<file path="src/hw/periodic_timer_defs.svh">
/*
 * Register offsets, field positions, reset values and prescaler terminal counts
 * for the periodic timer compare unit.
 * Assumes inclusion by bare name from the design file.
 */
`ifndef PERIODIC_TIMER_DEFS_SVH
`define PERIODIC_TIMER_DEFS_SVH

// ----------------------------------------------------------------------
// Register offsets (byte index on the plain register port)
// ----------------------------------------------------------------------
`define OFS_COUNTER_CONTROL 4'h0
`define OFS_MODE_OUTPUT_CTL 4'h1
`define OFS_COUNT_LOW       4'h2
`define OFS_COUNT_HIGH      4'h3
`define OFS_COMPARE_A_LOW   4'h4
`define OFS_COMPARE_A_HIGH  4'h5
`define OFS_COMPARE_P_LOW   4'h6
`define OFS_COMPARE_P_HIGH  4'h7
`define OFS_FLAG_STATUS     4'h8

// ----------------------------------------------------------------------
// Field positions
// ----------------------------------------------------------------------
`define BIT_PAUSE           7
`define BIT_ON              3
`define CKSEL_HI            6
`define CKSEL_LO            4
`define MODE_HI             7
`define MODE_LO             6
`define FUNC_HI             5
`define FUNC_LO             4
`define BIT_OUTCTL          3
`define BIT_POLARITY        2
`define BIT_CAPSRC          1
`define BIT_CLRSEL          0

// ----------------------------------------------------------------------
// Reset values and constants
// ----------------------------------------------------------------------
`define RST_CONTROL         8'h00
`define RST_MODE_OUTPUT     8'h00
`define HIGH_DIV16          4'hf
`define HIGH_DIV64          6'h3f
`define SYS_DIV4            2'h3

`endif

</file>
<file path="src/hw/periodic_timer_pkg.sv">
/*
 * Types for the periodic timer compare unit.
 * Assumes nothing beyond a SystemVerilog compiler.
 */
package periodic_timer_pkg;

    // Operating mode field encoding
    typedef enum logic [1:0] {
        MODE_COMPARE = 2'h0,
        MODE_CAPTURE = 2'h1,
        MODE_PWM     = 2'h2,
        MODE_TIMER   = 2'h3
    } opMode_t;

    // Counter clock source field encoding
    typedef enum logic [2:0] {
        CK_SYS_DIV4  = 3'h0,
        CK_SYS       = 3'h1,
        CK_HIGH_D16  = 3'h2,
        CK_HIGH_D64  = 3'h3,
        CK_SUB       = 3'h4,
        CK_RESERVED  = 3'h5,
        CK_PIN_RISE  = 3'h6,
        CK_PIN_FALL  = 3'h7
    } clkSel_t;

    typedef logic [9:0] count_t;

endpackage : periodic_timer_pkg

</file>
<file path="src/hw/periodic_timer_compare_unit.sv">
/*
 * Periodic timer compare unit: 10-bit count-up counter with two
 * comparators, compare-match output, PWM/single-pulse output, capture
 * and timer/counter modes, reached over a plain byte register port.
 * Assumes a single clock, pins asynchronous to it, and tick strobes
 * for the high and sub clocks supplied as pins.
 */
// The implementer's own choices: the address-and-strobe port and the placing of the registers.
//
// Contract
// - three-bit field picks counter clock source
// - pause holds count, resume from held
// - reserved clock code stops counting
// - counter-on rise clears; low retains count
// - counter-on rise restores initial output level
// - two-bit field decodes four operating modes
// - compare A match: none, low, high, toggle
// - PWM mode: inactive, active, PWM, pulse
// - capture edge rising, falling, both, off
// - output control sets initial/active level
// - polarity inverts outputs, ignored in timer
// - capture source: pin 0 input or clock pin
// - clear select: A match, else P/overflow
// - clear select ignored in PWM, capture
// - counter readable as low/high bytes
// - compare A and P read/write bytes
// - compare mode, clear low: both flags
// - clear high: only compare A flag
// - compare A zero: overflow, no flag
// - only compare A match moves pin
`timescale 1ns/10ps
`default_nettype none
`include "periodic_timer_defs.svh"

module periodic_timer_compare_unit (
    input  wire logic       clk_sys,
    input  wire logic       reset_n,
    input  wire logic [3:0] regAddr,
    input  wire logic [7:0] regWrData,
    input  wire logic       regWrite,
    input  wire logic       regRead,
    output logic [7:0]      regRdData,
    input  wire logic       highClkTick,
    input  wire logic       subClkTick,
    input  wire logic       timerClockPin,
    input  wire logic       timerPin0In,
    input  wire logic       timerPin1In,
    output logic            timerOutputPin0,
    output logic            timerOutputPin1,
    output logic            timerOutputEnable,
    output logic            compareAFlag,
    output logic            comparePFlag
);
    import periodic_timer_pkg::*;

    // ------------------------------------------------------------------
    // Declarations
    // ------------------------------------------------------------------
    logic [7:0] controlReg_q;
    logic [7:0] modeReg_q;
    count_t     count_q;
    count_t     compareA_q;
    count_t     compareP_q;
    logic       onPrev_q;
    logic [2:0] ckPinSync_q;
    logic [2:0] pin0Sync_q;
    logic [2:0] pin1Sync_q;
    logic [1:0] sysDiv_q;
    logic [3:0] highDiv16_q;
    logic [5:0] highDiv64_q;
    logic [1:0] tickSync_q;
    logic [1:0] subSync_q;
    logic       highPrev_q;
    logic       subPrev_q;
    logic       outLevel_q;
    logic       flagA_q;
    logic       flagP_q;
    logic       tick;
    logic       onRise;
    logic       matchA;
    logic       matchP;
    logic       clearCount;
    logic       flagASet;
    logic       flagPSet;
    logic       capEdge;
    logic       capTrigSig;
    logic       capTrigPrev;
    logic       pwmLevel;
    logic       pinLevel;
    logic       highTick;
    logic       subTick;
    opMode_t    mode;
    clkSel_t    ckSel;
    logic [1:0] func;
    logic       counterOn;
    logic       wrCtrlClearsOn;

    assign mode      = opMode_t'(modeReg_q[`MODE_HI:`MODE_LO]);
    assign ckSel     = clkSel_t'(controlReg_q[`CKSEL_HI:`CKSEL_LO]);
    assign func      = modeReg_q[`FUNC_HI:`FUNC_LO];
    assign counterOn = controlReg_q[`BIT_ON];
    assign onRise    = counterOn & ~onPrev_q;

    // ------------------------------------------------------------------
    // Pin synchronisers and edge history
    // ------------------------------------------------------------------
    // Two stages, third stage is edge history only
    always_ff @(posedge clk_sys or negedge reset_n) begin
        if (!reset_n) begin
            ckPinSync_q <= 3'h0;
            pin0Sync_q  <= 3'h0;
            pin1Sync_q  <= 3'h0;
            tickSync_q  <= 2'h0;
            subSync_q   <= 2'h0;
            highPrev_q  <= 1'b0;
            subPrev_q   <= 1'b0;
        end else begin
            ckPinSync_q <= {ckPinSync_q[1:0], timerClockPin};
            pin0Sync_q  <= {pin0Sync_q[1:0], timerPin0In};
            pin1Sync_q  <= {pin1Sync_q[1:0], timerPin1In};
            tickSync_q  <= {tickSync_q[0], highClkTick};
            subSync_q   <= {subSync_q[0], subClkTick};
            highPrev_q  <= tickSync_q[1];
            subPrev_q   <= subSync_q[1];
        end
    end

    assign highTick = tickSync_q[1] & ~highPrev_q;
    assign subTick  = subSync_q[1] & ~subPrev_q;

    // ------------------------------------------------------------------
    // Prescalers
    // ------------------------------------------------------------------
    // Free-running dividers for internal sources
    always_ff @(posedge clk_sys or negedge reset_n) begin
        if (!reset_n) begin
            sysDiv_q    <= 2'h0;
            highDiv16_q <= 4'h0;
            highDiv64_q <= 6'h0;
        end else begin
            sysDiv_q <= sysDiv_q + 2'h1;
            if (highTick) begin
                highDiv16_q <= highDiv16_q + 4'h1;
                highDiv64_q <= highDiv64_q + 6'h1;
            end
        end
    end

    // Clock source select
    always_comb begin
        case (ckSel)
            CK_SYS_DIV4: tick = (sysDiv_q == `SYS_DIV4);
            CK_SYS:      tick = 1'b1;
            CK_HIGH_D16: tick = highTick & (highDiv16_q == `HIGH_DIV16);
            CK_HIGH_D64: tick = highTick & (highDiv64_q == `HIGH_DIV64);
            CK_SUB:      tick = subTick;
            CK_RESERVED: tick = 1'b0;
            CK_PIN_RISE: tick = ckPinSync_q[1] & ~ckPinSync_q[2];
            CK_PIN_FALL: tick = ~ckPinSync_q[1] & ckPinSync_q[2];
            default:     tick = 1'b0;
        endcase
    end

    // ------------------------------------------------------------------
    // Comparators and clear logic
    // ------------------------------------------------------------------
    // Matches judged on the counter at a tick
    always_comb begin
        matchA     = tick & (compareA_q != 10'h0) & (count_q == compareA_q);
        matchP     = tick & (compareP_q != 10'h0) & (count_q == compareP_q);
        clearCount = 1'b0;
        flagASet   = 1'b0;
        flagPSet   = 1'b0;
        case (mode)
            MODE_COMPARE, MODE_TIMER: begin
                flagASet = matchA;
                if (modeReg_q[`BIT_CLRSEL]) begin
                    clearCount = matchA;
                end else begin
                    flagPSet   = matchP;
                    clearCount = matchP;
                end
                // P flag suppressed when clear high
            end
            MODE_PWM: begin
                flagASet   = matchA;
                flagPSet   = matchP;
                clearCount = (func == 2'h3) ? 1'b0 : matchP;
            end
            MODE_CAPTURE: begin
                flagPSet   = matchP;
                clearCount = matchP;
            end
            default: clearCount = 1'b0;
        endcase
    end

    // ------------------------------------------------------------------
    // Counter
    // ------------------------------------------------------------------
    // Count, pause and restart
    always_ff @(posedge clk_sys or negedge reset_n) begin
        if (!reset_n) begin
            count_q  <= 10'h0;
            onPrev_q <= 1'b0;
        end else begin
            onPrev_q <= counterOn;
            if (onRise) begin
                count_q <= 10'h0;
            end else if (counterOn && !controlReg_q[`BIT_PAUSE] && tick) begin
                if (clearCount) begin
                    count_q <= 10'h0;
                end else begin
                    count_q <= count_q + 10'h1;
                end
            end
        end
    end

    // ------------------------------------------------------------------
    // Capture trigger
    // ------------------------------------------------------------------
    // capture source select
    assign capTrigSig  = modeReg_q[`BIT_CAPSRC] ? ckPinSync_q[1] : pin0Sync_q[1];
    assign capTrigPrev = modeReg_q[`BIT_CAPSRC] ? ckPinSync_q[2] : pin0Sync_q[2];

    always_comb begin
        case (func)
            2'h0:    capEdge = capTrigSig & ~capTrigPrev;
            2'h1:    capEdge = ~capTrigSig & capTrigPrev;
            2'h2:    capEdge = capTrigSig ^ capTrigPrev;
            default: capEdge = 1'b0;
        endcase
    end

    // ------------------------------------------------------------------
    // Register writes
    // ------------------------------------------------------------------
    assign wrCtrlClearsOn = (mode == MODE_PWM) && (func == 2'h3) && matchA && counterOn;

    // Control registers; single pulse ends by clearing counter-on
    always_ff @(posedge clk_sys or negedge reset_n) begin
        if (!reset_n) begin
            controlReg_q <= `RST_CONTROL;
            modeReg_q    <= `RST_MODE_OUTPUT;
        end else begin
            if (regWrite && regAddr == `OFS_COUNTER_CONTROL) begin
                controlReg_q <= {regWrData[7:3], 3'h0};
            end else if (wrCtrlClearsOn) begin
                controlReg_q[`BIT_ON] <= 1'b0;
            end
            if (regWrite && regAddr == `OFS_MODE_OUTPUT_CTL) begin
                modeReg_q <= regWrData;
            end
        end
    end

    // Compare values; capture loads compare A
    always_ff @(posedge clk_sys or negedge reset_n) begin
        if (!reset_n) begin
            compareA_q <= 10'h0;
            compareP_q <= 10'h0;
        end else begin
            if (regWrite && regAddr == `OFS_COMPARE_A_LOW) begin
                compareA_q[7:0] <= regWrData;
            end else if (regWrite && regAddr == `OFS_COMPARE_A_HIGH) begin
                compareA_q[9:8] <= regWrData[1:0];
            end else if (mode == MODE_CAPTURE && counterOn && capEdge) begin
                compareA_q <= count_q;
            end
            if (regWrite && regAddr == `OFS_COMPARE_P_LOW) begin
                compareP_q[7:0] <= regWrData;
            end else if (regWrite && regAddr == `OFS_COMPARE_P_HIGH) begin
                compareP_q[9:8] <= regWrData[1:0];
            end
        end
    end

    // Sticky flags: set wins over write-one clear
    always_ff @(posedge clk_sys or negedge reset_n) begin
        if (!reset_n) begin
            flagA_q <= 1'b0;
            flagP_q <= 1'b0;
        end else begin
            if (flagASet || (mode == MODE_CAPTURE && counterOn && capEdge)) begin
                flagA_q <= 1'b1;
            end else if (regWrite && regAddr == `OFS_FLAG_STATUS && regWrData[0]) begin
                flagA_q <= 1'b0;
            end
            if (flagPSet) begin
                flagP_q <= 1'b1;
            end else if (regWrite && regAddr == `OFS_FLAG_STATUS && regWrData[1]) begin
                flagP_q <= 1'b0;
            end
        end
    end

    // ------------------------------------------------------------------
    // Output level
    // ------------------------------------------------------------------
    // Compare-match output state
    always_ff @(posedge clk_sys or negedge reset_n) begin
        if (!reset_n) begin
            outLevel_q <= 1'b0;
        end else if (onRise) begin
            outLevel_q <= modeReg_q[`BIT_OUTCTL];
        end else if (mode == MODE_COMPARE && flagASet && counterOn
                     && !controlReg_q[`BIT_PAUSE]) begin
            // action on compare A; P never moves pin
            case (func)
                2'h1:    outLevel_q <= 1'b0;
                2'h2:    outLevel_q <= 1'b1;
                2'h3:    outLevel_q <= ~outLevel_q;
                default: outLevel_q <= outLevel_q;
            endcase
        end
    end

    // PWM and single-pulse waveform
    always_comb begin
        case (func)
            2'h0:    pwmLevel = 1'b0;
            2'h1:    pwmLevel = 1'b1;
            2'h2:    pwmLevel = counterOn & (count_q < compareA_q);
            default: pwmLevel = counterOn;
        endcase
        pwmLevel = modeReg_q[`BIT_OUTCTL] ? pwmLevel : ~pwmLevel;
        pinLevel = (mode == MODE_PWM) ? pwmLevel : outLevel_q;
        pinLevel = pinLevel ^ modeReg_q[`BIT_POLARITY];
    end

    // Registered pin drive; timer and capture modes release the pin
    always_ff @(posedge clk_sys or negedge reset_n) begin
        if (!reset_n) begin
            timerOutputPin0   <= 1'b0;
            timerOutputPin1   <= 1'b0;
            timerOutputEnable <= 1'b0;
        end else begin
            timerOutputPin0   <= pinLevel;
            timerOutputPin1   <= pinLevel;
            timerOutputEnable <= (mode == MODE_COMPARE) || (mode == MODE_PWM);
        end
    end

    // ------------------------------------------------------------------
    // Read port and flag outputs
    // ------------------------------------------------------------------
    // Read data one cycle after strobe; unmapped reads zero
    always_ff @(posedge clk_sys or negedge reset_n) begin
        if (!reset_n) begin
            regRdData    <= 8'h00;
            compareAFlag <= 1'b0;
            comparePFlag <= 1'b0;
        end else begin
            compareAFlag <= flagA_q;
            comparePFlag <= flagP_q;
            regRdData    <= 8'h00;
            if (regRead) begin
                case (regAddr)
                    `OFS_COUNTER_CONTROL: regRdData <= controlReg_q;
                    `OFS_MODE_OUTPUT_CTL: regRdData <= modeReg_q;
                    `OFS_COUNT_LOW:       regRdData <= count_q[7:0];
                    `OFS_COUNT_HIGH:      regRdData <= {6'h0, count_q[9:8]};
                    `OFS_COMPARE_A_LOW:   regRdData <= compareA_q[7:0];
                    `OFS_COMPARE_A_HIGH:  regRdData <= {6'h0, compareA_q[9:8]};
                    `OFS_COMPARE_P_LOW:   regRdData <= compareP_q[7:0];
                    `OFS_COMPARE_P_HIGH:  regRdData <= {6'h0, compareP_q[9:8]};
                    `OFS_FLAG_STATUS:     regRdData <= {6'h0, flagP_q, flagA_q};
                    default:              regRdData <= 8'h00;
                endcase
            end
        end
    end

endmodule : periodic_timer_compare_unit
`default_nettype wire

</file>
<file path="config.mk">
export PLATFORM = sky130hd
export DESIGN_NAME = periodic_timer_compare_unit
export DESIGN_NICKNAME = d
export VERILOG_FILES = /design/src/hw/periodic_timer_pkg.sv /design/src/hw/periodic_timer_compare_unit.sv
export VERILOG_INCLUDE_DIRS = /design/src /design/src/hw
export SDC_FILE = /design/constraint.sdc
export NUM_CORES = 1
export LEC_CHECK = 0
export BUFFER_PORTS_ARGS = -buffer_cell sky130_fd_sc_hd__buf_4
export CORE_MARGIN = 3
export CORE_UTILIZATION = 54
export DETAILED_ROUTE_END_ITERATION = 8
export PLACE_DENSITY = 0.76
export SLEW_MARGIN = 20
export SYNTH_ARGS = -nofsm -noshare
export SYNTH_HDL_FRONTEND = slang
export SYNTH_SLANG_ARGS = --single-unit
</file>
<file path="constraint.sdc">
create_clock -name clk_sys -period 2.61 [get_ports clk_sys]
set_clock_uncertainty 0.2 [all_clocks]
set_input_delay 0.6525 -clock clk_sys [delete_from_list [all_inputs] [get_ports clk_sys]]
set_output_delay 0.6525 -clock clk_sys [all_outputs]
set_load 0.005 [all_outputs]
</file>
Word-level counts from Yosys, hierarchy flattened
Index checks and enable logic that the tools add are counted.

word-level totals
  bits in registers = 83
  input bits = 21
  output and inout bits = 13
  word-level logic and storage cells = 159

operators by class
  add/sub/neg operators = 4
  order comparisons = 1
  equal/unequal tests = 27
  muxes and demuxes = 31
  bitwise logic cells = 27
  reductions and logical operators = 43

operator list
  kind                   count
  $pmux 8 s9             1
  $mux 10                4
  $mux 8                 3
  $eq 10x10->1           2
  $reduce_bool 10->1     2
  $logic_and 1x1->1      19
  $eq 4x3->1 const B     4
  $mux 1                 16
  $and 1x1->1            14
  $reduce_bool 2->1      7
  $eq 3x3->1 const B     4
  $pmux 1 s3             4
  $not 1->1              11
  $add 10x1->10 const B  1
  $eq 2x2->1 const B     5
  $lt 10x10->1           1
  $eq 4x2->1 const B     2
  $eq 4x4->1 const B     2
  $pmux 1 s8             1
  $reduce_and 2->1       4
  $add 6x1->6 const B    1
  $eq 3x2->1 const B     2
  $eq 6x6->1 const B     1
  $add 4x1->4 const B    1
  16 further kinds       21

Longest topological paths before layout
Gate-level depths: netlist (run 1).

  depth in word-level cells = 12
  mapped depth = 10
  mapped depth without buffers = 9

Worst setup path before layout (run 1)
No wires, ideal clock.

  kind = register to register
  start = register count_q[6]
  end = register timerOutputPin1
  library setup time = 0.080 ns
  arrival = 2.182 ns
  data required time = 2.330 ns
  slack = 0.148 ns
  cell stages (with the launch flop) = 8
  path buffers = 0
  clock period less this slack = 2.462 ns
  path through = dfrtp_1 ha_1 o21a_1 a2111oi_0 nor4_1 or4_1 a31oi_1 xnor2_1

on the way
  cells in the longest elaborated chain, start to end = 7

RTL lines
  what                      line                                RTL
  start: declaration        periodic_timer_compare_unit.sv:61   count_t count_q;
  start signal: assignment  periodic_timer_compare_unit.sv:214  count_q <= count_q + 10'h1;
  $lt 10x10->1 *            periodic_timer_compare_unit.sv:324  2'h2: pwmLevel = counterOn & (count_q < compareA_q);
  $and 1x1->1 *             periodic_timer_compare_unit.sv:324
  $pmux 1 s3 *              periodic_timer_compare_unit.sv:321  case (func)
  $not 1->1                 periodic_timer_compare_unit.sv:327  pwmLevel = modeReg_q[`BIT_OUTCTL] ? pwmLevel : ~pwmLevel;
  $mux 1 *                  periodic_timer_compare_unit.sv:327
  $mux 1 *                  periodic_timer_compare_unit.sv:328  pinLevel = (mode == MODE_PWM) ? pwmLevel : outLevel_q;
  $xor 1x1->1 *             periodic_timer_compare_unit.sv:329  pinLevel = pinLevel ^ modeReg_q[`BIT_POLARITY];
  net pinLevel              periodic_timer_compare_unit.sv:89   logic pinLevel;
  end signal: assignment    periodic_timer_compare_unit.sv:340  timerOutputPin1 <= pinLevel;
  end: declaration          periodic_timer_compare_unit.sv:49   output logic timerOutputPin1,

Mark *: on every way through the listed nets, which the timed path passes. The rest lies on a longest branch.
A chain may end at the register's enable or synchronous reset.

Final worst setup path (run 1)
  start = register count_q[5]
  end = register timerOutputPin1

The elaborated chain is that of the path after synthesis.

==> results of run 1 <==
[where the power goes]
group / switching [µW] / total, µW / internal, µW
sequential: 233 / 1770 / 1530
clock: 521 / 884 / 362
combinational: 580 / 1120 / 544
[per-stage QoR]
step	setup slack (ns)	instance area, µm²	total power, µW	utilization
detailed placement	-0.03779	4925	2883	0.6276
floorplan	0.1480	4433	2442	-
global route	-0.03472	5132	4015	0.6540
CTS	0.009220	5116	3773	0.6519
global placement	-0.07343	4925	2835	0.6276
finish	0.02738	5132	3775	0.6540
[final cells by class]
class                           count  area (µm²)
Clock inverter                      7       60.06
Clock buffer                        9       123.9
Sequential cell                    83        2078
Multi-Input combinational cell    301        2190
Timing Repair Buffer               58       447.9
Tap cell                          102       127.6
Inverter                           28       105.1
Fill cell                         662        2715
[cell usage after synthesis (9+ instances only)]
| cell type | n |
|---|---|
| nand3_1 | 13 |
| o21ai_0 | 28 |
| mux2i_1 | 12 |
| nor3_1 | 9 |
| xnor2_1 | 9 |
| dfrtp_1 | 83 |
| mux2_2 | 27 |
| a21oi_1 | 14 |
| xor2_1 | 12 |
| inv_1 | 28 |
| nand2_1 | 38 |
| clkbuf_1 | 11 |
| ha_1 | 24 |
| nor2_1 | 26 |
| nor2b_1 | 11 |
| nand4_1 | 10 |
[cells by family (layout without fill, tap and decap cells)]
logic type / after synthesis / count (layout)
AND/OR/NAND/NOR: 137 / 137
buffers and inverters: 45 / 102
adder cells (fa/ha/maj): 24 / 24
flip-flops: 83 / 83
XOR/XNOR: 21 / 21
AO/OA/AOI/OAI: 78 / 78
multiplexers: 41 / 41
[routing by layer]
layer | up-vias | track usage
met1 | 1686 | 0.3422
met4 | 0 | 0.05616
li1 | 1632 | -
met5 | - | 0
met2 | 94 | 0.3657
met3 | 10 | 0.04542
[flip-flops by register name, indices dropped and copies added (netlist names), 2 cells and up]
signal,flops
pin0Sync_q,3
modeReg_q,8
compareP_q,10
tickSync_q,2
compareA_q,10
controlReg_q,5
sysDiv_q,2
highDiv16_q,4
count_q,10
highDiv64_q,6
subSync_q,2
regRdData,8
ckPinSync_q,3
[worst max path at each step]
stage	endpoint	depth (start not counted)	from
final	timerOutputPin1	7	count_q[5]
after global routing	timerOutputPin1	7	count_q[5]
after detailed placement	timerOutputPin1	7	count_q[5]
after global placement	timerOutputPin1	7	count_q[5]
after floorplan	timerOutputPin1	7	count_q[6]
after CTS	timerOutputPin1	7	count_q[5]
[worst register-to-register path, stage by stage, from the launching register on]
cell,delay (ns)
dfrtp_1,0.39
ha_1,0.31
a211o_1,0.30
a2111oi_2,0.32
nor4_1,0.14
or4_1,0.54
a31oi_2,0.19
xnor2_1,0.13
[what timing repair did]
action                                 4_1_cts  5_1_grt
gates resized for setup                      2        4
setup endpoints to repair                    1       10
endpoints found under the hold margin        0        0
pin swaps                                    1        1
==> results.toml, run 1 <==
[sta]
whs_ns = 0.1042
finalSetupViolCount = 0
maxSlewViolCount = 0
hold_viol_final = 0
max_slew_margin = 0.6279
period_share = 0.9895
period_needed_ns = 2.583
fin_tns_setup_ns = 0
fmax_mhz = 387.2
max_slew.worst_pin.slew_ns = 0.5530
rsz0062_at_grt = "yes"

[critical_path]
crit_path_end_kind = "register"
r2r-start = "count_q[5]"
crit_chain = "ha_1 -> a211o_1 -> a2111oi_2 -> nor4_1 -> or4_1 -> a31oi_2 -> xnor2_1"
r2r_end = "timerOutputPin1"
r2r_slack_ns = 0.03
critPathMaxStageDelay_ns = 0.54
startpoint_type = "register"
path_class = "reg2reg"
rr_worst_depth = 7
crit_family = "compound AO/OA/AOI/OAI gates"
path_buf_inv = 0
arrival_ns = 2.68
slowest_stage = "or4_1"
cp.required_ns = 2.71
crit_fanout = 2

[power_and_ir_drop]
power_per_cell_area_nw_per_um2 = 735.5
peakVddDrop_uv = 352.8
p_leak_uw = 0.002320

[die]
floorplan.rows = 32
fp.dieW_um = 96.61
die_h_um = 96.61
initial_utilization = 0.5649
io_pins = 34
die_area_um2 = 9333
coreArea_um2 = 7848

[layout]
final_cells = 588
area_growth_pct = 15.78
mostFrequentLayoutCells = "82 x dfrtp_1, 57 x buf_4, 38 x nand2_1"
n_antenna_cell = 0
nets = 526
drive_gt1_frac = 0.2366
layout_commonest_cell = "dfrtp_1"

[placement]
dp_hpwl_um = 7904
place.port_buffers = 32
routabilityCongestion = 0.9268
dp_cells = 572

[logic_synthesis]
synth_top_family_by_area = "simple AND/OR/NAND/NOR gates"
syn-instance-count = 429
synth_fp_nets = 474
synth_area_per_cell_um2 = 10.33
synthFlopType = "dfrtp_1"
synth-simple-area-share = 0.1578
yosysTopAreaCell = "dfrtp_1"
synth_seq_cells = 83
synthesis.area_um2 = 4433
synth-compound-area-share = 0.1177
synth-adder-area-share = 0.06774
synth-edff-count = 0
synthXorXnorAreaFrac = 0.04149
async_reset_ff_frac = 1.000
ys_types = 53
synth.area.top_cells = "dfrtp_1 47%, mux2_2 6.9%, ha_1 6.8%"
yosys-mux-area-fraction = 0.1041
ys_warn_count = 0
ys_seq_area_frac = 0.4685
synthDominantCellAreaShare = 0.4685

[routing]
dr_wl_met3_um = 480
initialDrtViolationCount = 202
firstDrtPassIters = 5
vias = 3422
wl_met1_um = 4985
drt_wl_total_um = 10590
top_layer_used = "met4"
viasPerCell = 5.820
drcViolationCount = 0
ant_nets = 0
wl_per_cell_um = 18.01
met2_length_um = 5009

[clock_tree]
cts_sinks = 83
postCtsSetupBuffers = 0
h-tree-depth = 3
cts_buffers = 9
clkLatencyLatePin_ns = 0.36
cts_root_buffer = "clkbuf_8"
cts_hold_buf = 0
cts_tree = "done"
clkTransAtPathRegs_ns = 0.09
clockBufferDepth = 2

[status]
status = "finished, final reports clean"

[grt]
track_usage = 0.2352
grt_pass1_wl_um = 17680
grt_antenna_before_repair = 0
overflow = 0
grt_max_degree = 84
grt_pass1_vias = 3373

[min_path]
hp-class = "in2async"

[job]
max-cap-violations = 0
(Power assumes the default switching activity.)
==> inputs of run 2 (changes only) <==
REMOVE_ABC_BUFFERS = 1   (was default)
==> results.toml, run 2 (synthesized netlist as in run 1, its figures left out) <==
[status]
status = "finished, final reports clean"

[grt]
grt_antenna_before_repair = 0
grt_max_degree = 45
grt_pass1_wl_um = 17770
track_usage = 0.2400
grt_pass1_vias = 3525
overflow = 0

[routing]
firstDrtPassIters = 6
initialDrtViolationCount = 325
viasPerCell = 6.072
drt_wl_total_um = 10980
wl_per_cell_um = 18.48
drcViolationCount = 0
ant_nets = 0
vias = 3607

[layout]
multi_input_area_um2 = 2243
regArea_um2 = 2078
drive_gt1_frac = 0.2541
area_growth_pct = 18.85
n_antenna_cell = 0
mostFrequentLayoutCells = "82 x dfrtp_1, 62 x buf_4, 38 x nand2_1"
n_fill_cell = 612
final_cells = 594
layout_commonest_cell = "dfrtp_1"
nets = 532
reg.largest.list = "compareA_q: 10 flops, compareP_q: 10 flops, count_q: 10 flops"

[clock_tree]
clkTransAtPathRegs_ns = 0.09
cts_tree = "done"
h-tree-depth = 3
cts_root_buffer = "clkbuf_8"
clkLatencyLatePin_ns = 0.37
cts_buffers = 9
clockBufferDepth = 2
cts_sinks = 83

[critical_path]
arrival_ns = 2.65
cp.required_ns = 2.70
startpoint_type = "register"
slowest_stage = "or4_4"
crit_fanout = 2
crit_chain = "inv_1 -> ha_4 -> a211o_1 -> a2111oi_4 -> nor4_2 -> or4_4 -> a31oi_4 -> xnor2_1"
path_class = "reg2reg"
crit_path_end_kind = "register"
critPathMaxStageDelay_ns = 0.53

[sta]
finalSetupViolCount = 0
max_slew_margin = 0.6526
hold_viol_final = 0
period_needed_ns = 2.558
maxSlewViolCount = 0
max_slew.worst_pin.slew_ns = 0.5211
whs_ns = 0.04678
fmax_mhz = 391.0
period_share = 0.9799

[die]
coreArea_um2 = 7848
fp.dieW_um = 96.61
die_h_um = 96.61
io_pins = 34
initial_utilization = 0.5649
die_area_um2 = 9333
floorplan.rows = 32

[placement]
dp_cells = 576
dp_hpwl_um = 8033
routabilityCongestion = 0.9406
place.port_buffers = 32

[power_and_ir_drop]
power_per_cell_area_nw_per_um2 = 754.4
peakVddDrop_uv = 317.9
p_leak_uw = 0.002369

[job]
max-cap-violations = 0

[min_path]
hp-class = "in2async"
run 2: critical path, delay by kind of cell, from the launching register on:
family,cells,cell delay (ns)
compound gates,3,0.84
xor+xnor,1,0.13
fa+ha+maj,1,0.20
buf+inv,1,0.09
flops,1,0.39
simple gates,2,0.63
run 2: metal layers:
layer  GRT usage  wire (µm)
met4     0.09719        295
met3     0.04542        960
met5           0          0
met1      0.3306       4667
met2      0.3753       5056
run 2: path summary, 6_finish.rpt:
check / start / endpoint / slack (ns) / cells past startpoint
worst max-delay path: compareA_q[5] / timerOutputPin1 / 0.05 / 8
worst min-delay path: reset_n / highDiv64_q[5] / 0.05 / 1
worst max register to register: compareA_q[5] / timerOutputPin1 / 0.05 / 8
worst min register to register: pin0Sync_q[0] / pin0Sync_q[1] / 0.15 / 0
max in group asynchronous: reset_n / compareA_q[4] / 1.54 / 2
min in group clk_sys: pin0Sync_q[0] / pin0Sync_q[1] / 0.15 / 0
run 2: cell type report:
cell class                 instances  share of cell area
multi-input combinational        301              0.4258
sequential                        83              0.3944
timing repair buffer              64             0.09428
clock buffer                      10             0.02422
tap                              102             0.02422
inverter                          28             0.01995
clock inverter                     6             0.01710
run 2: power breakdown:
part	internal (µW)	total, µW	switching [µW]
clock network	540	1020	477
logic	570	1170	602
registers	1530	1790	251
total	2640	3970	1330
run 2: timing repair:
action	in CTS	in global routing
hold buffers	0	0
resized for setup	5	10
gates cloned	0	1
setup buffers	0	1
pin swaps	0	4
endpoints found under the setup margin	2	9
run 2: metrics by stage:
step	setup TNS, ns	setup slack (ns)	total power (µW)	area (µm²)	util
floorplan	-2.836	-0.3545	2414	4349	-
global placement	-0.06814	-0.06814	2845	4960	0.6320
detailed placement	-0.08004	-0.08004	2897	4960	0.6320
CTS	0	0.01481	3938	5204	0.6631
global route	-0.01661	-0.01661	4175	5269	0.6714
finish	0	0.05239	3975	5269	0.6714
